==> src/rtl/trig_params.svh <==
// register map, field positions, reset values and timing counts of the trigger front end
`ifndef TRIG_PARAMS_SVH
`define TRIG_PARAMS_SVH

// ==========================================================================
// register offsets (byte addresses)
`define ADDR_CTRL        8'h00
`define ADDR_TTL_IN      8'h04
`define ADDR_TTL_OUT     8'h08
`define ADDR_INT_PERIOD  8'h0C
`define ADDR_DLY_CYC     8'h10
`define ADDR_DLY_TIME    8'h14
`define ADDR_CMD         8'h18
`define ADDR_STATUS      8'h1C
`define ADDR_TRIG_CNT    8'h20

// ==========================================================================
// control fields
`define CTRL_SRC_LSB     0
`define CTRL_SRC_MSB     1
`define CTRL_SLOPE_NEG   2
`define CTRL_DLY_EN      3
`define CTRL_DLY_TIME    4
`define CTRL_ARM         5
`define CTRL_W           6
`define TTL_IN_ECL       8
`define CMD_SW_TRIG      0

// ==========================================================================
// reset values
`define RST_CTRL         6'h00
`define RST_TTL_IN       9'h000
`define RST_TTL_OUT      8'h00
`define RST_INT_PERIOD   24'h000064
`define RST_DLY_CYC      24'h000000
`define RST_DLY_TIME     32'h00000005

// ==========================================================================
// timing, all delay arithmetic in nanoseconds
`define CLK_NS           36'd40
`define STEP_NS          36'd20
`define MIN_DLY_NS       36'd100
`define MAX_DLY_NS       36'd20000000000
`define DLY_CYC_MIN      24'd10
`define DLY_CYC_MAX      24'd2000000

`endif

==> src/rtl/trig_pkg.sv <==
// types shared by the trigger front end
package trig_pkg;

	// ======================================================================
	// trigger source selection
	typedef enum logic [1:0] {
		SRC_EXT = 2'h0,
		SRC_INT = 2'h1,
		SRC_BP  = 2'h2,
		SRC_SW  = 2'h3
	} src_t;

	// ======================================================================
	// trigger sequencer states
	typedef enum logic [2:0] {
		ST_IDLE  = 3'h1,
		ST_DELAY = 3'h2,
		ST_RUN   = 3'h4
	} state_t;

endpackage : trig_pkg
==> src/rtl/pin_sync.sv <==
// three-stage synchroniser bank with agreement filter for asynchronous pins
`timescale 1ns/1ps
module pin_sync #(
	parameter int WIDTH = 11
) (
	input  wire logic             sys_clk_i,
	input  wire logic             rst_n_i,
	input  wire logic [WIDTH-1:0] d_i,
	output logic      [WIDTH-1:0] q_o
);

	// ======================================================================
	// per-bit chain; stage one feeds stage two only
	genvar gi;
	for (gi = 0; gi < WIDTH; gi++) begin : g_bit
		logic s1_ff;
		logic s2_ff;
		logic s3_ff;
		logic q_ff;
		always_ff @(posedge sys_clk_i or negedge rst_n_i) begin
			if (!rst_n_i) begin
				s1_ff <= 1'b0;
				s2_ff <= 1'b0;
				s3_ff <= 1'b0;
				q_ff  <= 1'b0;
			end else begin
				s1_ff <= d_i[gi];
				s2_ff <= s1_ff;
				s3_ff <= s2_ff;
				// a change counts only once two late stages agree
				if (s2_ff == s3_ff) begin
					q_ff <= s3_ff;
				end
			end
		end
		assign q_o[gi] = q_ff;
	end

endmodule : pin_sync

==> src/rtl/trig_front.sv <==
// trigger source selection, edge polarity, trigger delay and backplane marker drive
// Function
// - only the selected source is armed; events from other sources are ignored
// - sources: front-panel input, internal generator, backplane lines, software command
// - software trigger command gives one trigger event when software source selected
// - internal generator clock is asynchronous and is brought safely into sample clock
// - each internal period expiry is a trigger; software keeps period above waveform's
// - any subset of backplane lines 0..7 may be inputs; any enabled line triggers
// - a backplane line driven as output never acts as trigger input
// - polarity applies to front-panel input, backplane lines 0..7 and ECL line 0
// - positive: front and ECL rise, backplane falls; negative is the reverse
// - front-panel edge counts only when it crosses the threshold in right direction
// - enabled delay sits between accepted trigger and waveform start
// - cycle delay: zero means none, 10 to 2M gives that many sample periods
// - delay enabled adds at least 100 ns; disabled adds nothing
// - time delay settable 100 ns to 20 s in 20 ns steps
// - output-configured backplane line carries marker, also on front-panel marker output
// - clearing output configuration releases the line for use as input again
// - each accepted trigger starts one waveform cycle, then output holds first point
`timescale 1ns/1ps
`include "trig_params.svh"
module trig_front
	import trig_pkg::*;
(
	input  wire logic        sys_clk_i,
	input  wire logic        rst_n_i,
	input  wire logic [7:0]  addr_i,
	input  wire logic [31:0] wdata_i,
	input  wire logic        wr_i,
	input  wire logic        rd_i,
	output logic      [31:0] rdata_o,
	input  wire logic        ext_trig_i,
	input  wire logic        ecl_trig_i,
	input  wire logic [7:0]  ttl_i,
	input  wire logic        int_clk_i,
	input  wire logic        marker_i,
	input  wire logic        cycle_done_i,
	output logic             start_o,
	output logic             running_o,
	output logic      [7:0]  ttl_o,
	output logic      [7:0]  ttl_oe_o,
	output logic             sync_out_o
);

	// ======================================================================
	// registers
	logic [5:0]  ctrl_ff;
	logic [8:0]  ttl_in_ff;
	logic [7:0]  ttl_out_ff;
	logic [23:0] int_period_ff;
	logic [23:0] dly_cyc_ff;
	logic [31:0] dly_time_ff;
	logic [15:0] trig_cnt_ff;
	logic [31:0] rdata_ff;
	logic [10:0] prev_ff;
	logic [23:0] int_cnt_ff;
	logic        int_ev_ff;
	logic [35:0] elapsed_ff;
	logic [35:0] target_ff;
	logic        start_ff;
	logic        marker_ff;
	state_t      state_ff;
	state_t      nxt_state;

	// ======================================================================
	// bus decode
	wire wr_ctrl   = wr_i && (addr_i == `ADDR_CTRL);
	wire wr_ttl_in = wr_i && (addr_i == `ADDR_TTL_IN);
	wire wr_ttl_o  = wr_i && (addr_i == `ADDR_TTL_OUT);
	wire wr_per    = wr_i && (addr_i == `ADDR_INT_PERIOD);
	wire wr_cyc    = wr_i && (addr_i == `ADDR_DLY_CYC);
	wire wr_time   = wr_i && (addr_i == `ADDR_DLY_TIME);
	wire wr_cmd    = wr_i && (addr_i == `ADDR_CMD);

	src_t      src_sel;
	assign src_sel = src_t'(ctrl_ff[`CTRL_SRC_MSB:`CTRL_SRC_LSB]);
	wire       slope_neg = ctrl_ff[`CTRL_SLOPE_NEG];
	wire       dly_en    = ctrl_ff[`CTRL_DLY_EN];
	wire       dly_time  = ctrl_ff[`CTRL_DLY_TIME];
	wire       armed     = ctrl_ff[`CTRL_ARM];

	// ======================================================================
	// pin synchronisers: ttl 7..0, front 8, ecl 9, internal clock 10
	logic [10:0] pin_q;
	pin_sync #(.WIDTH(11)) u_sync (
		.sys_clk_i (sys_clk_i),
		.rst_n_i   (rst_n_i),
		.d_i       ({int_clk_i, ecl_trig_i, ext_trig_i, ttl_i}),
		.q_o       (pin_q)
	);

	// edge detection only on synchronised levels
	wire [10:0] rise = pin_q & ~prev_ff;
	wire [10:0] fall = ~pin_q & prev_ff;

	// front input is a comparator output, so an edge already means a threshold crossing
	wire ext_ev  = slope_neg ? fall[8] : rise[8];
	wire ecl_ev  = ttl_in_ff[`TTL_IN_ECL] && (slope_neg ? fall[9] : rise[9]);
	// backplane lines use reversed sense; driven lines are masked off
	wire [7:0] ttl_eff = ttl_in_ff[7:0] & ~ttl_out_ff;
	wire [7:0] ttl_edg = slope_neg ? rise[7:0] : fall[7:0];
	wire ttl_ev  = |(ttl_eff & ttl_edg);
	wire bp_ev   = ttl_ev || ecl_ev;
	wire sw_ev   = wr_cmd && wdata_i[`CMD_SW_TRIG];

	// ======================================================================
	// source multiplexer: exactly one source reaches the sequencer
	wire ev_sel = (src_sel == SRC_EXT) ? ext_ev :
	              (src_sel == SRC_INT) ? int_ev_ff :
	              (src_sel == SRC_BP)  ? bp_ev : sw_ev;
	wire trig_hit = ev_sel && armed && (state_ff == ST_IDLE);

	// ======================================================================
	// internal generator: counts synchronised edges of its own clock
	wire [23:0] per_eff  = (int_period_ff == 24'h000000) ? 24'h000001 : int_period_ff;
	wire [23:0] int_next = int_cnt_ff + 24'h000001;
	wire        int_exp  = rise[10] && (int_next >= per_eff);

	always_ff @(posedge sys_clk_i or negedge rst_n_i) begin
		if (!rst_n_i) begin
			int_cnt_ff <= 24'h000000;
			int_ev_ff  <= 1'b0;
		end else begin
			int_ev_ff <= int_exp;
			if (int_exp) begin
				int_cnt_ff <= 24'h000000;
			end else if (rise[10]) begin
				int_cnt_ff <= int_next;
			end
		end
	end

	// ======================================================================
	// delay target in ns; computed once at trigger so later writes do not disturb it
	wire [23:0] cyc_clip = (dly_cyc_ff == 24'h000000) ? 24'h000000 :
	                       (dly_cyc_ff < `DLY_CYC_MIN) ? `DLY_CYC_MIN :
	                       (dly_cyc_ff > `DLY_CYC_MAX) ? `DLY_CYC_MAX : dly_cyc_ff;
	wire [35:0] cyc_ns   = {12'h000, cyc_clip} * `CLK_NS;
	wire [35:0] time_ns  = {4'h0, dly_time_ff} * `STEP_NS;
	wire [35:0] raw_ns   = dly_time ? time_ns : cyc_ns;
	wire [35:0] cap_ns   = (raw_ns > `MAX_DLY_NS) ? `MAX_DLY_NS : raw_ns;
	wire [35:0] tgt_ns   = (cap_ns < `MIN_DLY_NS) ? `MIN_DLY_NS : cap_ns;
	wire [35:0] el_next  = elapsed_ff + `CLK_NS;
	wire        dly_done = (state_ff == ST_DELAY) && (el_next >= target_ff);

	// ======================================================================
	// sequencer: idle, optional delay, one waveform cycle
	always_comb begin
		nxt_state = state_ff;
		case (state_ff)
			ST_IDLE: begin
				if (trig_hit) begin
					nxt_state = dly_en ? ST_DELAY : ST_RUN;
				end
			end
			ST_DELAY: begin
				if (dly_done) begin
					nxt_state = ST_RUN;
				end
			end
			ST_RUN: begin
				if (cycle_done_i) begin
					nxt_state = ST_IDLE;
				end
			end
			default: nxt_state = ST_IDLE;
		endcase
	end

	wire go_start = (trig_hit && !dly_en) || dly_done;

	always_ff @(posedge sys_clk_i or negedge rst_n_i) begin
		if (!rst_n_i) begin
			state_ff   <= ST_IDLE;
			start_ff   <= 1'b0;
			elapsed_ff <= 36'h000000000;
			target_ff  <= 36'h000000000;
			prev_ff    <= 11'h000;
			marker_ff  <= 1'b0;
		end else begin
			state_ff   <= nxt_state;
			start_ff   <= go_start;
			elapsed_ff <= (state_ff == ST_DELAY) ? el_next : 36'h000000000;
			if (trig_hit) begin
				target_ff <= tgt_ns;
			end
			prev_ff    <= pin_q;
			marker_ff  <= marker_i;
		end
	end

	// ======================================================================
	// register writes and trigger counter
	always_ff @(posedge sys_clk_i or negedge rst_n_i) begin
		if (!rst_n_i) begin
			ctrl_ff       <= `RST_CTRL;
			ttl_in_ff     <= `RST_TTL_IN;
			ttl_out_ff    <= `RST_TTL_OUT;
			int_period_ff <= `RST_INT_PERIOD;
			dly_cyc_ff    <= `RST_DLY_CYC;
			dly_time_ff   <= `RST_DLY_TIME;
			trig_cnt_ff   <= 16'h0000;
		end else begin
			if (wr_ctrl)   ctrl_ff       <= wdata_i[`CTRL_W-1:0];
			if (wr_ttl_in) ttl_in_ff     <= wdata_i[8:0];
			if (wr_ttl_o)  ttl_out_ff    <= wdata_i[7:0];
			if (wr_per)    int_period_ff <= wdata_i[23:0];
			if (wr_cyc)    dly_cyc_ff    <= wdata_i[23:0];
			if (wr_time)   dly_time_ff   <= wdata_i;
			if (trig_hit)  trig_cnt_ff   <= trig_cnt_ff + 16'h0001;
		end
	end

	// ======================================================================
	// read mux; unmapped addresses read zero
	wire [31:0] status_w = {24'h000000, marker_ff, pin_q[9:8], state_ff, armed, 1'b0};
	wire [31:0] rd_mux =
		(addr_i == `ADDR_CTRL)       ? {26'h0, ctrl_ff}     :
		(addr_i == `ADDR_TTL_IN)     ? {23'h0, ttl_in_ff}   :
		(addr_i == `ADDR_TTL_OUT)    ? {24'h0, ttl_out_ff}  :
		(addr_i == `ADDR_INT_PERIOD) ? {8'h00, int_period_ff} :
		(addr_i == `ADDR_DLY_CYC)    ? {8'h00, dly_cyc_ff}  :
		(addr_i == `ADDR_DLY_TIME)   ? dly_time_ff          :
		(addr_i == `ADDR_STATUS)     ? status_w             :
		(addr_i == `ADDR_TRIG_CNT)   ? {16'h0, trig_cnt_ff} : 32'h00000000;

	always_ff @(posedge sys_clk_i or negedge rst_n_i) begin
		if (!rst_n_i) begin
			rdata_ff <= 32'h00000000;
		end else begin
			rdata_ff <= rd_i ? rd_mux : 32'h00000000;
		end
	end

	// ======================================================================
	// outputs, all straight from flops; the oe flop is the software register itself
	assign rdata_o    = rdata_ff;
	assign start_o    = start_ff;
	assign running_o  = state_ff[2];                                 // one-hot run bit
	assign ttl_o      = {8{marker_ff}};
	assign ttl_oe_o   = ttl_out_ff;
	assign sync_out_o = marker_ff;

	// ======================================================================
	// checks
	localparam int DLY_MIN_START = 4;

	foreign_ignored_a: assert property (@(posedge sys_clk_i) disable iff (!rst_n_i)
		(state_ff == ST_IDLE && !ev_sel) |=> (state_ff == ST_IDLE && !start_ff))
		else $error("idle sequencer moved without a selected-source event");

	sw_trigger_a: assert property (@(posedge sys_clk_i) disable iff (!rst_n_i)
		(state_ff == ST_IDLE && armed && src_sel == SRC_SW && sw_ev && !dly_en)
		|=> start_ff ##1 !start_ff)
		else $error("software trigger did not give one start pulse");

	out_mask_a: assert property (@(posedge sys_clk_i) disable iff (!rst_n_i)
		(src_sel == SRC_BP && state_ff == ST_IDLE && armed && !ecl_ev &&
		!(|(ttl_in_ff[7:0] & ~ttl_oe_o & (slope_neg ? rise[7:0] : fall[7:0]))))
		|=> !start_ff && state_ff == ST_IDLE)
		else $error("backplane event accepted without an enabled input edge");

	marker_drive_a: assert property (@(posedge sys_clk_i) disable iff (!rst_n_i)
		$past(rst_n_i) |-> ttl_o == {8{sync_out_o}} && sync_out_o == $past(marker_i))
		else $error("marker not on backplane and front outputs");

	release_line_a: assert property (@(posedge sys_clk_i) disable iff (!rst_n_i)
		wr_ttl_o |=> ttl_oe_o == $past(wdata_i[7:0]))
		else $error("line output enable did not follow software");

	delay_min_a: assert property (@(posedge sys_clk_i) disable iff (!rst_n_i)
		(trig_hit && dly_en) |=> (!start_ff && state_ff == ST_DELAY) [*3])
		else $error("delayed trigger started before 100 ns");

	no_delay_a: assert property (@(posedge sys_clk_i) disable iff (!rst_n_i)
		(trig_hit && !dly_en) |=> start_ff && state_ff == ST_RUN)
		else $error("undelayed trigger did not start at once");

	delay_end_a: assert property (@(posedge sys_clk_i) disable iff (!rst_n_i)
		(trig_hit && dly_en && tgt_ns == `MIN_DLY_NS) |-> ##DLY_MIN_START
		(start_ff && state_ff == ST_RUN))
		else $error("shortest delay did not end in a start after four cycles");

	one_cycle_a: assert property (@(posedge sys_clk_i) disable iff (!rst_n_i)
		(state_ff == ST_RUN && !cycle_done_i) |=> (state_ff == ST_RUN && !start_ff))
		else $error("second start inside one waveform cycle");

	int_event_a: assert property (@(posedge sys_clk_i) disable iff (!rst_n_i)
		int_ev_ff |-> $past(rise[10]) && int_cnt_ff == 24'h000000)
		else $error("internal event without period expiry");

	sw_start_c:  cover property (@(posedge sys_clk_i) disable iff (!rst_n_i)
		src_sel == SRC_SW && trig_hit ##1 start_ff);
	delay_run_c: cover property (@(posedge sys_clk_i) disable iff (!rst_n_i)
		state_ff == ST_DELAY ##1 start_ff);
	ttl_trig_c:  cover property (@(posedge sys_clk_i) disable iff (!rst_n_i)
		src_sel == SRC_BP && trig_hit);
	int_trig_c:  cover property (@(posedge sys_clk_i) disable iff (!rst_n_i)
		src_sel == SRC_INT && trig_hit);

endmodule : trig_front

==> config.mk <==
export PLATFORM = sky130hd
export DESIGN_NAME = trig_front
export DESIGN_NICKNAME = d
export VERILOG_FILES = /design/src/rtl/trig_pkg.sv /design/src/rtl/pin_sync.sv /design/src/rtl/trig_front.sv
export VERILOG_INCLUDE_DIRS = /design/src /design/src/rtl
export SDC_FILE = /design/constraint.sdc
export NUM_CORES = 1
export LEC_CHECK = 0
export BUFFER_PORTS_ARGS = -buffer_cell sky130_fd_sc_hd__buf_2
export CAP_MARGIN = 20
export CORE_AREA = 4 4 210 233
export CTS_CLUSTER_DIAMETER = 200
export CTS_CLUSTER_SIZE = 28
export DETAILED_ROUTE_END_ITERATION = 6
export DIE_AREA = 0 0 214 237
export GPL_ROUTABILITY_DRIVEN = 0
export MAX_ROUTING_LAYER = met4
export PLACE_DENSITY = 0.53
export SLEW_MARGIN = 20
export SYNTH_ARGS = -nofsm -noshare
export SYNTH_HDL_FRONTEND = slang
export SYNTH_SLANG_ARGS = --single-unit
export TNS_END_PERCENT = 5
==> constraint.sdc <==
create_clock -name sys_clk_i -period 10.6 [get_ports sys_clk_i]
set_input_delay 0.53 -clock sys_clk_i [delete_from_list [all_inputs] [get_ports sys_clk_i]]
set_output_delay 0.53 -clock sys_clk_i [all_outputs]
set_load 0.03 [all_outputs]
**Word-level counts from Yosys, hierarchy flattened**

Cells that the tools add are included.

- Output and inout bits: 51
- Input bits: 57
- Register bits: 308
- Logic and storage cells: 159

- Equal/unequal tests: 27
- Multiply operators: 2
- Add/sub/neg operators: 3
- Reduce and logical (&&, ||, !) cells: 24
- Order comparisons: 6
- Bitwise logic cells: 7
- Mux-type cells: 30

Operator list:

| kind | count |
|---|---|
| $mux W32 | 7 |
| $mux W24 | 6 |
| $mux W36 | 4 |
| $logic_not A24 Y1 | 2 |
| $add A36 B6 Y36 const B | 1 |
| $ge A36 B36 Y1 | 1 |
| $gt A36 B35 Y1 const B | 1 |
| $lt A36 B7 Y1 const B | 1 |
| $mul A32 B3 Y34 const B | 1 |
| $eq A8 B5 Y1 const B | 4 |
| $mux W16 | 2 |
| $mul A24 B3 Y27 const B | 1 |
| $add A24 B1 Y24 const B | 1 |
| $ge A24 B24 Y1 | 1 |
| $gt A24 B21 Y1 const B | 1 |
| $lt A24 B4 Y1 const B | 1 |
| $add A16 B1 Y16 const B | 1 |
| $and A8 B8 Y8 | 2 |
| $eq A8 B4 Y1 const B | 2 |
| $logic_and A1 B1 Y1 | 14 |
| $mux W3 | 4 |
| $and A11 B11 Y11 | 1 |
| $eq A1 B1 Y1 | 11 |
| $not A11 Y11 | 1 |
| 21 further kinds | 28 |

**Logic depth before layout (Yosys ltp)**

Gate-level depths: netlist of the first run.

- Depth after elaboration: 13
- Gate-level depth with buffers: 21
- Depth with buffers taken out: 20

**By module**

From an unflattened synthesis of the first run, not the netlist that was laid out.

- Cell total of the unflattened synthesis: 1868
- Area total of the unflattened synthesis: 18836.8 µm²

Modules (own cells, without submodules):

| module | cells each | area an instance (µm²) | times used | sequential area each (µm²) |
|---|---|---|---|---|
| trig_front | 1802 | 17529.3 | 1 | 6488.7 |
| pin_sync | 66 | 1307.5 | 1 | 1101.1 |

**Worst setup path after synthesis of the first run**

OpenSTA, ideal clock, no wires.

- Path kind: reg2reg
- From: register dly_cyc_ff[14]
- To: register target_ff[15]
- Library setup time: 0.136 ns
- Path buffers: 3
- Slack: 5.205 ns
- Arrival time: 5.259 ns
- Clock period less this slack: 5.395 ns
- Stages on the path, launching flop included: 22
- Required time: 10.464 ns
- Path through: dfrtp_1 or4_1 nor4_1 a31oi_1 nor3b_1 clkbuf_1 and2_1 ha_1 ha_1 clkbuf_1 nand2_1 or4_1 a21o_1 nand2_1 a21oi_1 xnor2_1 a2111oi_2 o2111ai_1 a311oi_2 o21ai_4 buf_6 a2bb2oi_2

- Cells in the longest elaborated chain, start to end: 10
- Elaborated cells between the ends (all ways): 12
- Classes of those cells: mul: 1; order compare: 4; mux: 6; reduce/logical: 1

Ends and longest elaborated chain:

| item | line | RTL |
|---|---|---|
| start, declared | trig_front.sv:51 | `logic [23:0] dly_cyc_ff;` |
| start signal, assigned | trig_front.sv:200 | `` dly_cyc_ff <= `RST_DLY_CYC; `` |
| start signal, assigned | trig_front.sv:208 | `if (wr_cyc) dly_cyc_ff <= wdata_i[23:0];` |
| $gt A24 B21 Y1 (no source line) | n/a |  |
| $mux W24 | trig_front.sv:137 | `` (dly_cyc_ff > `DLY_CYC_MAX) ? `DLY_CYC_MAX : dly_cyc_ff; `` |
| $mux W24 | trig_front.sv:136 | `` (dly_cyc_ff < `DLY_CYC_MIN) ? `DLY_CYC_MIN : `` |
| $mux W24 * | trig_front.sv:135 | `wire [23:0] cyc_clip = (dly_cyc_ff == 24'h000000) ? 24'h000000 :` |
| $mul A24 B3 Y27 (no source line) * | n/a |  |
| $mux W36 * | trig_front.sv:140 | `wire [35:0] raw_ns = dly_time ? time_ns : cyc_ns;` |
| $gt A36 B35 Y1 (no source line) | n/a |  |
| $mux W36 * | trig_front.sv:141 | `` wire [35:0] cap_ns = (raw_ns > `MAX_DLY_NS) ? `MAX_DLY_NS : raw_ns; `` |
| $lt A36 B7 Y1 (no source line) | n/a |  |
| $mux W36 * | trig_front.sv:142 | `` wire [35:0] tgt_ns = (cap_ns < `MIN_DLY_NS) ? `MIN_DLY_NS : cap_ns; `` |
| end signal, assigned | trig_front.sv:185 | `target_ff <= tgt_ns;` |
| end, declared | trig_front.sv:59 | `logic [35:0] target_ff;` |

Mark *: on every way between the ends. The rest lies on a longest branch, timed or not.
A chain may end at the register's enable or synchronous reset.

**Worst setup path after layout of the first run**

- From: register dly_cyc_ff[14]
- To: register target_ff[3]

Same word-level chain as after synthesis.

==> results.py, run 1 <==
metrics = {
    "clocking": {
        "holdBufCountCts": 0,
        "ctsRootBufferMaster": "sky130_fd_sc_hd__clkbuf_16",
        "path_clk_slew_ns": 0.13,
        "cts_htree_levels": 1,
        "cts_num_sinks": 303,
        "worst_skew_pair.late_latency_ns": 0.54,
        "cts_setup_buffers": 0,
        "ctsResizeCount": 0,
        "tritoncts_clock_tree": "built",
        "tritoncts.num_buffers": 14,
        "clock_tree.buffer_depth": 3,
    },
    "floorplan": {
        "start_util_pct": 39.8,
        "std_cell_rows": 83,
        "top_level_ports": 108,
        "floorplan.die.height_um": 237,
        "core-area_sq_um": 46400,
        "dieArea_sq_um": 50700,
        "die_width_um": 214,
    },
    "placed_design": {
        "dp_hpwl_mm": 38.4,
        "cell_count_after_placement": 2455,
        "io_buffers": 107,
    },
    "yosys": {
        "sequential_share_of_the_synthesized_area_pct": 41.1,
        "top_cells_by_area_synth": "sky130_fd_sc_hd__dfrtp_1 40%, sky130_fd_sc_hd__ha_1 11%, sky130_fd_sc_hd__mux2_2 6.7%",
        "synth.largest_area_cell": "sky130_fd_sc_hd__dfrtp_1",
        "async_reset_ff_share_pct": 100,
        "synthesis.instances": 1806,
        "synth_area_per_cell_sq_um": 10.2,
        "synth-edff-count": 0,
        "ys_warn_count": 0,
        "synth.distinct_cells": 96,
        "postSynthRegisterBits": 303,
        "synthesized_cell_area_sq_um": 18500,
        "synth_top_area_share_pct": 40.3,
        "ys_dominant_reg_cell": "sky130_fd_sc_hd__dfrtp_1",
    },
    "route": {
        "detail_route.first_pass.iterations": 5,
        "routed_wl_mm": 49.9,
        "num_vias": 14020,
        "drtAntennaViolNets": 0,
        "drtIter0Drc": 746,
        "route.detailed.wl_per_inst_um": 20.1,
        "post-route-drc-count": 0,
        "drt-vias-per-instance": 5.66,
    },
    "critical_path": {
        "crit_path_top_delay_cell": "sky130_fd_sc_hd__nor3b_1",
        "cp_slowest_stage_delay_ns": 0.86,
        "worstPathArrival_ns": 7.20,
        "worstPathCellList": "or4_1 -> nor4_1 -> a31oi_1 -> nor3b_1 -> and2_1 -> ha_1 -> ha_1 -> a211oi_1 -> o21ai_0 -> a32oi_1 -> nor3_1 -> nor3_1 -> a21oi_1 -> a2111oi_2 -> o2111ai_1 -> a311oi_2 -> o21ai_4 -> o32ai_1",
        "worstSetupPathType": "reg2reg",
        "worst_setup_path_start_kind": "flip-flop",
        "timing.reg2reg.worst_path_depth": 18,
        "required_ns": 11.03,
        "largest_fanout_of_any_net_on_the_critical_path": 28,
        "timing.critical_path.to_type": "flip-flop",
    },
    "grt": {
        "pin_count_of_the_biggest_net_entering_global_routing": 120,
        "vias_in_the_first_global_route": 14326,
        "antenna_found_initial": 0,
        "grt-ovfl-total": 0,
        "all_layer_gr_usage_pct": 19.9,
        "global_route_wire_length_before_repair_mm": 80.2,
    },
    "final_layout": {
        "number_of_antenna_repair_diodes": 0,
        "proportion_of_layout_cells_with_a_drive_suffix_above_1_pct": 16.0,
        "stdcell_count": 2477,
        "post_layout_nets": 2100,
        "syn2layout_area_growth_pct": 8.41,
    },
    "timing": {
        "timing_worst_slew_pin_value_ns": 0.965,
        "report.final.slew_viol_count": 0,
        "fin_crit_ns": 6.76,
        "worst_clock_skew_ns": 0.0258,
        "finish_stage_setup_viols": 0,
        "slew-limit-headroom_pct": 35.5,
        "setup-tns-final_ns": 0,
        "hold-worst-slack_ns": -0.0101,
        "max_freq_ghz": 0.148,
        "final_hold_fails": 5,
        "finalCritPeriodShare_pct": 63.8,
        "setup_repair_after_global_routing_missed_its_margin": "false",
    },
    "pwr": {
        "p_leak_nw": 9.91,
        "vdd_ir_drop_max_mv": 0.130,
        "power.density_nw_per_um2": 126,
    },
    "status": {
        "run_status": "finished with violations",
        "failed_checks": "hold timing",
    },
    "min_path": {
        "min_path_type": "in2async",
    },
    "flow_run": {
        "max-cap-violations": 0,
    },
}
worst max-delay path: cells and delay by family (launching register included):
kind,cells,cell delay (ns)
simple gates,6,2.42
compound gates,10,3.16
flops,1,0.44
fa+ha+maj,2,0.60
cell families after synthesis:
logic type	after synthesis	share of synthesized area, %
AOI/OAI and AO/OA	436	16.7
xor gates and xnor gates	102	4.84
adders and majority gates	176	11.9
buffers and inverters	161	3.57
DFF	303	41.1
muxes	118	7.21
other	1	0.0203
and+or+nand+nor	509	14.7
worst paths after layout:
check                                           startpoint                              end  slack (ns)
max                             dly_cyc_ff[14]$_DFFE_PN0P_         target_ff[3]$_DFFE_PN0P_        3.84
min                                                rst_n_i            rdata_o[28]$_DFF_PN0_       -0.01
max reg2reg                     dly_cyc_ff[14]$_DFFE_PN0P_         target_ff[3]$_DFFE_PN0P_        3.84
min reg2reg                u_sync.g_bit[0].s1_ff$_DFF_PN0_  u_sync.g_bit[0].s2_ff$_DFF_PN0_        0.36
max in group asynchronous                          rst_n_i  u_sync.g_bit[1].s3_ff$_DFF_PN0_        8.48
min in group sys_clk_i                            marker_i             sync_out_o$_DFF_PN0_        0.11
through the flow:
stage	setup WS [ns]	util (%)	cell area (sq um)	total power [W]
CTS	3.85	43.0	20000	0.00256
global placement	4.14	42.2	19600	0.00189
floorplan	5.21	-	18500	0.00171
finish	3.84	43.1	20000	0.00252
detailed placement	3.93	42.2	19600	0.00190
global route	3.09	43.1	20000	0.00268
registers in the layout (all words and copies together) (netlist names), 16 cells and up:
name,flops
elapsed_ff,33
dly_cyc_ff,24
trig_cnt_ff,16
target_ff,34
int_period_ff,24
int_cnt_ff,24
rdata_o,32
dly_time_ff,32
power breakdown:
| part | internal (W) | switching [W] | leakage, nW | total (W) |
|---|---|---|---|---|
| Clock | 0.000263 | 0.000381 | 0.190 | 0.000644 |
| Combinational | 0.000230 | 0.000347 | 5.77 | 0.000576 |
| Sequential | 0.00124 | 0.0000618 | 3.94 | 0.00130 |
| Total | 0.00173 | 0.000789 | 9.91 | 0.00252 |
placed cells by master (no fill, tap or decap), drive strengths merged, types with 50 or more instances in the layout:
master and n:
nor2 87, o21ai 75, ha 163, nand3 50, nand2 104, dfrtp 297
a21oi 101, inv 88, buf 125, mux2 109, xnor2 58
per-layer routing:
metal | up-vias | global-route usage [%] | routed length [um]
met5 | - | - | 0
met4 | 0 | 5.68 | 1470
met3 | 64 | 1.55 | 1340
met2 | 239 | 34.5 | 24700
met1 | 6935 | 25.2 | 22400
li1 | 6782 | - | -
cell usage after synthesis, drive strengths merged (14+ instances only):
cell type  instances
xor2              44
a31oi             14
a222oi            14
a22oi             25
ha               163
nand3             50
clkbuf            47
dfrtp            297
a22o              17
nor2              87
nor3              29
nor2b             48
nor4              14
xnor2             58
inv               88
or3               16
nand2b            18
nand4             31
a21oi            101
nand2            104
o22ai             30
o21ai             75
and2              18
a21o              44
buf               26
mux2             109
and3              45
final cells by class:
type | instances | area (sq um)
Fill cell | 4499 | 26400
Multi-Input combinational cell | 1346 | 10200
Sequential cell | 303 | 7590
Tap cell | 595 | 744
Timing Repair Buffer | 125 | 696
Clock buffer | 19 | 390
Inverter | 88 | 330
Clock inverter | 1 | 7.51
(Power assumes the default switching activity.)
==> run 2: changes to the inputs <==
--- a/config.mk
+++ b/config.mk
@@ -6,13 +6,14 @@
 export SDC_FILE = /design/constraint.sdc
 export NUM_CORES = 1
 export LEC_CHECK = 0
+export ABC_AREA = 1
 export BUFFER_PORTS_ARGS = -buffer_cell sky130_fd_sc_hd__buf_2
 export CAP_MARGIN = 20
-export CORE_AREA = 4 4 210 233
+export CORE_AREA = 4 4 220 243
 export CTS_CLUSTER_DIAMETER = 200
 export CTS_CLUSTER_SIZE = 28
 export DETAILED_ROUTE_END_ITERATION = 6
-export DIE_AREA = 0 0 214 237
+export DIE_AREA = 0 0 224 247
 export GPL_ROUTABILITY_DRIVEN = 0
 export MAX_ROUTING_LAYER = met4
 export PLACE_DENSITY = 0.53
==> constraint.sdc (replaced) <==
create_clock -name sys_clk_i -period 6.9 [get_ports sys_clk_i]
set_input_delay 0.345 -clock sys_clk_i [delete_from_list [all_inputs] [get_ports sys_clk_i]]
set_output_delay 0.345 -clock sys_clk_i [all_outputs]
set_load 0.03 [all_outputs]
==> run 2 against run 1 <==
- the flow now finishes without violations
- critical path depth rose by 12
- sequential power rose by 55%
- final cell count rose by 43%
- via count rose by 28%
- total power rose by 59%
- core utilization fell by 0.11 points
- wire length rose by 20%
- global-route usage rose by 2.1 points
- clock skew rose by 0.015 ns
- setup slack got worse by 2.9 ns
- critical path type unchanged
==> results.py, run 2 <==
metrics = {
    "min_path": {
        "min_path_type": "in2reg",
        "worst_hold_startpoint": "wdata_i[24]",
    },
    "yosys": {
        "synthesis.instances": 2780,
        "sequential_share_of_the_synthesized_area_pct": 37.6,
        "synth_top_area_share_pct": 36.8,
        "synthesized_cell_area_sq_um": 20200,
        "yosys.cell_count.top_type": "sky130_fd_sc_hd__nand2_1",
        "top_cells_by_area_synth": "sky130_fd_sc_hd__dfrtp_1 37%, sky130_fd_sc_hd__nand2_1 14%, sky130_fd_sc_hd__ha_1 10%",
        "ys_dominant_reg_cell": "sky130_fd_sc_hd__dfrtp_1",
        "ys_top_cells_by_count": "748 x sky130_fd_sc_hd__nand2_1, 470 x sky130_fd_sc_hd__inv_1, 297 x sky130_fd_sc_hd__dfrtp_1",
        "postSynthRegisterBits": 303,
        "async_reset_ff_share_pct": 100,
        "synth_area_per_cell_sq_um": 7.26,
        "synth.largest_area_cell": "sky130_fd_sc_hd__dfrtp_1",
        "synth.distinct_cells": 60,
        "ys_warn_count": 0,
        "synth-edff-count": 0,
    },
    "critical_path": {
        "timing.critical_path.buf_inv": 3,
        "largest_fanout_of_any_net_on_the_critical_path": 14,
        "critPathLaunch": "dly_cyc_ff[7]$_DFFE_PN0P_",
        "crit-reg2reg-capture": "target_ff[28]$_DFFE_PN0P_",
        "worstSetupEndpoint": "target_ff[28]$_DFFE_PN0P_",
        "worstPathArrival_ns": 6.37,
        "required_ns": 7.35,
        "worst_setup_path_start_kind": "flip-flop",
        "crit_path_top_delay_cell": "sky130_fd_sc_hd__dfrtp_1",
        "worstSetupPathType": "reg2reg",
        "timing.reg2reg.worst_path_depth": 30,
        "r2r_slack_ns": 0.98,
        "timing.critical_path.mode_cell": "sky130_fd_sc_hd__nand2_1",
        "regToRegStartpoint": "dly_cyc_ff[7]$_DFFE_PN0P_",
        "worst-path-stages": 30,
        "critical-path-top-delay-family": "simple AND/OR/NAND/NOR gates",
        "timing.critical_path.to_type": "flip-flop",
        "cp_slowest_stage_delay_ns": 0.51,
    },
    "final_layout": {
        "proportion_of_layout_cells_with_a_drive_suffix_above_1_pct": 8.38,
        "top_regs": "target_ff (34), elapsed_ff (33)",
        "stdcell_count": 3544,
        "registers.top_by_ff_count": "target_ff",
        "layout.cells.most_common": "sky130_fd_sc_hd__nand2_1",
        "leading_cell_types_in_the_layout_fill_and_taps_excluded": "747 x sky130_fd_sc_hd__nand2_1, 469 x sky130_fd_sc_hd__inv_1, 297 x sky130_fd_sc_hd__dfrtp_1",
        "syn2layout_area_growth_pct": 8.75,
        "max_reg_flops": 34,
        "post_layout_nets": 3090,
        "fillerInstances": 5281,
    },
    "timing": {
        "report.final.slew_viol_count": 0,
        "timing_worst_slew_pin_value_ns": 1.11,
        "slew-limit-headroom_pct": 26.1,
        "post-route-worst-setup-slack_ns": 0.981,
        "setup-tns-final_ns": 0,
        "worst_clock_skew_ns": 0.0408,
        "finalCritPeriodShare_pct": 85.8,
        "final_hold_fails": 0,
        "finish_stage_setup_viols": 0,
        "setup_repair_after_global_routing_missed_its_margin": "false",
        "max_freq_ghz": 0.169,
        "fin_crit_ns": 5.92,
    },
    "floorplan": {
        "start_util_pct": 39.5,
        "core-area_sq_um": 51100,
        "die_width_um": 224,
        "top_level_ports": 108,
        "std_cell_rows": 87,
        "dieArea_sq_um": 55300,
        "floorplan.die.height_um": 247,
    },
    "grt": {
        "all_layer_gr_usage_pct": 22.0,
        "grt-ovfl-total": 0,
        "global_route_wire_length_before_repair_mm": 95.1,
        "antenna_found_initial": 1,
        "vias_in_the_first_global_route": 17536,
        "pin_count_of_the_biggest_net_entering_global_routing": 180,
    },
    "clocking": {
        "tritoncts_clock_tree": "built",
        "clock_tree.buffer_depth": 3,
        "ctsRootBufferMaster": "sky130_fd_sc_hd__clkbuf_16",
        "tritoncts.num_buffers": 14,
        "cts_htree_levels": 1,
        "worst_skew_pair.late_latency_ns": 0.54,
        "path_clk_slew_ns": 0.15,
        "cts_setup_buffers": 0,
        "cts_num_sinks": 303,
    },
    "route": {
        "post-route-drc-count": 0,
        "num_vias": 18013,
        "detail_route.first_pass.iterations": 5,
        "routed_wl_mm": 59.6,
        "drtIter0Drc": 1168,
        "dr_wl_met3_mm": 2.43,
        "route.detailed.wl_per_inst_um": 16.8,
        "dr_wl_met2_mm": 28.6,
        "drtAntennaViolNets": 0,
        "wirelength_met1_mm": 26.7,
        "highest_layer": "met4",
        "drt-vias-per-instance": 5.08,
    },
    "pwr": {
        "power.density_nw_per_um2": 183,
        "p_leak_nw": 11.8,
        "vdd_ir_drop_max_mv": 0.152,
        "totalPowerFinal_w": 0.00402,
    },
    "placed_design": {
        "dp_hpwl_mm": 47.1,
        "cell_count_after_placement": 3505,
        "pre_cts_slack_ns": 1.17,
        "io_buffers": 107,
    },
    "flow_run": {
        "max-cap-violations": 0,
    },
    "status": {
        "run_status": "finished, final reports clean",
    },
}
==> run 2: cell count changes after synthesis, moves of 29 or more <==
| cell | change |
|---|---|
| sky130_fd_sc_hd__a21o_1 | -42 |
| sky130_fd_sc_hd__nand3_1 | +90 |
| sky130_fd_sc_hd__xnor2_1 | -54 |
| sky130_fd_sc_hd__mux2_2 | -102 |
| sky130_fd_sc_hd__nor2_1 | +144 |
| sky130_fd_sc_hd__nor2b_1 | -48 |
| sky130_fd_sc_hd__inv_2 | +29 |
| sky130_fd_sc_hd__inv_1 | +382 |
| sky130_fd_sc_hd__o21ai_0 | +102 |
| sky130_fd_sc_hd__nand2_1 | +644 |
| sky130_fd_sc_hd__and3_1 | -44 |
==> run 2: power by group <==
part           total, W  internal (W)  switching, W
combinational  0.000992      0.000326      0.000666
sequential      0.00202       0.00192     0.0000927
clock           0.00101      0.000413      0.000599
total           0.00402       0.00266       0.00136
==> run 2: routing by layer <==
metal	up-vias	global-route usage (%)
li1	9061	-
met1	8427	28.4
met2	431	37.2
met3	94	1.73
met4	0	6.53
met5	-	-
==> run 2: cell type report <==
class	instances	area, sq um	share of cell area (%)
multi-input cells	1912	10400	47.5
flip-flops and latches	303	7590	34.6
inverters	505	1900	8.64
well taps	667	835	3.80
repair buffers	132	781	3.56
clock buffers	23	405	1.85
clock inverters	1	7.51	0.0342
diodes	1	2.50	0.0114
==> run 2: how the worst min path moves through the flow <==
stage	end	slack [ns]	depth (start not counted)
5_1_grt	dly_time_ff[24]$_DFFE_PN0P_	0.02	2
2_1_floorplan	ctrl_ff[0]$_DFFE_PN0P_	0.05	0
3_3_place_gp	dly_time_ff[25]$_DFFE_PN0P_	0.31	1
3_5_place_dp	dly_time_ff[24]$_DFFE_PN0P_	0.31	1
4_1_cts	dly_time_ff[24]$_DFFE_PN0P_	0.01	2
6_report	dly_time_ff[24]$_DFFE_PN0P_	0.03	2
==> run 2: cells by family after synthesis <==
group                      share of synthesized area, %
AOI/OAI and AO/OA                                  10.8
xor gates and xnor gates                           2.13
adders and majority gates                          10.8
buffers and inverters                              10.8
DFF                                                37.6
muxes                                             0.440
other                                            0.0186
and+or+nand+nor                                    27.4
==> run 2: through the flow <==
| stage | instance area [sq um] | hold slack (ns) | utilization [%] |
|---|---|---|---|
| 5_1_grt | 21900 | 0.0238 | 43.0 |
| 3_3_place_gp | 21400 | 0.307 | 41.9 |
| 3_5_place_dp | 21400 | 0.309 | 41.9 |
| 6_report | 21900 | 0.0287 | 43.0 |
| 4_1_cts | 21900 | 0.0114 | 43.0 |
| 2_1_floorplan | 20200 | 0.0494 | - |
==> run 2: what timing repair did <==
item,4_1_cts,5_1_grt
gates resized for setup,0,0
hold buffers,14,0
endpoints found under the hold margin,67,0
==> run 3: changes to the inputs <==
==> constraint.sdc (replaced) <==
create_clock -name sys_clk_i -period 6.8 [get_ports sys_clk_i]
set_input_delay 0.34 -clock sys_clk_i [delete_from_list [all_inputs] [get_ports sys_clk_i]]
set_output_delay 0.34 -clock sys_clk_i [all_outputs]
set_load 0.03 [all_outputs]
==> run 3 against run 2 <==
- setup slack got worse by 0.091 ns
- first-iteration DRC count shrank 6.2%
- wire length about the same
- worst hold slack worse by 0.0059 ns
- combinational power about the same
- core utilization did not move
- sequential power is essentially flat
- global-route usage is essentially flat
- maximum frequency grew 0.15%
- non-clock buffer count unchanged
- via count is 0.16% lower
- sequential cell count unchanged
- critical endpoint unchanged
- largest cell class unchanged
- highest routed layer unchanged
==> results.py, run 3 (synthesis gave the netlist of run 2 again) <==
metrics = {
    "timing": {
        "setup_repair_after_global_routing_missed_its_margin": "false",
        "report.final.slew_viol_count": 0,
        "max_freq_ghz": 0.169,
        "final_hold_fails": 0,
        "finish_stage_setup_viols": 0,
        "finalCritPeriodShare_pct": 86.9,
        "worst_clock_skew_ns": 0.0392,
        "setup-tns-final_ns": 0,
        "slew-limit-headroom_pct": 24.4,
        "timing_worst_slew_pin_value_ns": 1.13,
        "hold-worst-slack_ns": 0.0228,
        "fin_crit_ns": 5.91,
    },
    "floorplan": {
        "dieArea_sq_um": 55300,
        "top_level_ports": 108,
        "start_util_pct": 39.5,
        "floorplan.die.height_um": 247,
        "die_width_um": 224,
        "std_cell_rows": 87,
        "core-area_sq_um": 51100,
    },
    "grt": {
        "grt-ovfl-total": 0,
        "met1_usage_pct": 28.4,
        "met2_usage_pct": 37.2,
        "layer_with_the_highest_usage": "met2",
        "vias_in_the_first_global_route": 17536,
        "grtUsageMet3_pct": 1.73,
        "global_route_wire_length_before_repair_mm": 95.1,
        "pin_count_of_the_biggest_net_entering_global_routing": 180,
        "all_layer_gr_usage_pct": 22.0,
        "antenna_found_initial": 1,
    },
    "route": {
        "num_vias": 17985,
        "post-route-drc-count": 0,
        "detail_route.first_pass.iterations": 5,
        "routed_wl_mm": 59.6,
        "drt-vias-per-instance": 5.07,
        "drtAntennaViolNets": 0,
        "drtIter0Drc": 1096,
        "route.detailed.wl_per_inst_um": 16.8,
    },
    "final_layout": {
        "post_layout_nets": 3090,
        "leading_cell_types_in_the_layout_fill_and_taps_excluded": "747 x sky130_fd_sc_hd__nand2_1, 469 x sky130_fd_sc_hd__inv_1, 297 x sky130_fd_sc_hd__dfrtp_1",
        "registers.top_by_ff_count": "target_ff",
        "proportion_of_layout_cells_with_a_drive_suffix_above_1_pct": 8.38,
        "max_reg_flops": 34,
        "finalInstanceArea_sq_um": 21900,
        "syn2layout_area_growth_pct": 8.75,
        "layout.cells.most_common": "sky130_fd_sc_hd__nand2_1",
        "top_regs": "target_ff (34), elapsed_ff (33)",
    },
    "clocking": {
        "tritoncts_clock_tree": "built",
        "cts_htree_levels": 1,
        "tritoncts.num_buffers": 14,
        "worst_skew_pair.late_latency_ns": 0.54,
        "cts_setup_buffers": 0,
        "path_clk_slew_ns": 0.15,
        "clock_tree.buffer_depth": 3,
        "ctsRootBufferMaster": "sky130_fd_sc_hd__clkbuf_16",
        "cts_num_sinks": 303,
    },
    "pwr": {
        "p_leak_nw": 11.8,
        "power.density_nw_per_um2": 186,
        "vdd_ir_drop_max_mv": 0.155,
        "totalPowerFinal_w": 0.00408,
    },
    "critical_path": {
        "worstSetupPathType": "reg2reg",
        "timing.critical_path.mode_cell": "sky130_fd_sc_hd__nand2_1",
        "largest_fanout_of_any_net_on_the_critical_path": 14,
        "cp_slowest_stage_delay_ns": 0.51,
        "worstPathArrival_ns": 6.36,
        "worst_setup_path_start_kind": "flip-flop",
        "r2r_slack_ns": 0.89,
        "required_ns": 7.25,
        "crit_path_top_delay_cell": "sky130_fd_sc_hd__dfrtp_1",
        "timing.critical_path.to_type": "flip-flop",
    },
    "placed_design": {
        "detailed_place.area_sq_um": 21400,
        "dp_hpwl_mm": 47.1,
        "io_buffers": 107,
    },
    "flow_run": {
        "max-cap-violations": 0,
    },
    "status": {
        "run_status": "finished, final reports clean",
    },
    "min_path": {
        "min_path_type": "in2reg",
    },
}
## run 3: metrics by stage
stage,util (%),setup slack [ns],std cells
2_1_floorplan,-,2.56,2784
3_5_place_dp,41.9,1.07,3505
5_1_grt,43.0,0.441,3544
6_report,43.0,0.889,3544
3_3_place_gp,41.9,1.06,3505
4_1_cts,43.0,1.05,3543
## run 3: cell type report
class | instances | area [sq um]
Antenna cell | 1 | 2.50
Clock buffer | 23 | 405
Clock inverter | 1 | 7.51
Fill cell | 5282 | 29100
Inverter | 505 | 1900
Multi-Input combinational cell | 1912 | 10400
Sequential cell | 303 | 7590
Tap cell | 667 | 835
Timing Repair Buffer | 132 | 781
## run 3: report_power, final
group	internal, W	switching [W]
sequential	0.00195	0.0000943
combinational	0.000331	0.000678
clock	0.000419	0.000606
## run 3: path summary, 6_finish.rpt
check                                                   to  depth (start not counted)                            start
hold reg to reg            u_sync.g_bit[1].s2_ff$_DFF_PN0_                          0  u_sync.g_bit[1].s1_ff$_DFF_PN0_
hold / removal                 dly_time_ff[24]$_DFFE_PN0P_                          2                      wdata_i[24]
max in group asynchronous            rdata_o[12]$_DFF_PN0_                          3                          rst_n_i
setup reg to reg                 target_ff[28]$_DFFE_PN0P_                         30        dly_cyc_ff[7]$_DFFE_PN0P_
min in group asynchronous      dly_time_ff[25]$_DFFE_PN0P_                          2                          rst_n_i
setup / recovery                 target_ff[28]$_DFFE_PN0P_                         30        dly_cyc_ff[7]$_DFFE_PN0P_
## run 3: worst max-delay path, delay by kind of cell (launching register included)
family / cells / cell delay (ns)
AND/OR/NAND/NOR: 22 / 3.34
adder cells (fa/ha/maj): 3 / 1.09
buffers and inverters: 3 / 0.43
AO/OA/AOI/OAI: 2 / 0.47
flip-flops: 1 / 0.51
## run 3: metal layers
layer	wire, um	part of all wire (%)
met1	26800	45
met2	28600	48
met3	2220	3.7
met4	1940	3.3
met5	0	0
## run 3: timing repair
action / 4_1_cts / 5_1_grt
hold buffers: 14 / 0
gates resized for setup: 0 / 0
endpoints found under the hold margin: 67 / 0
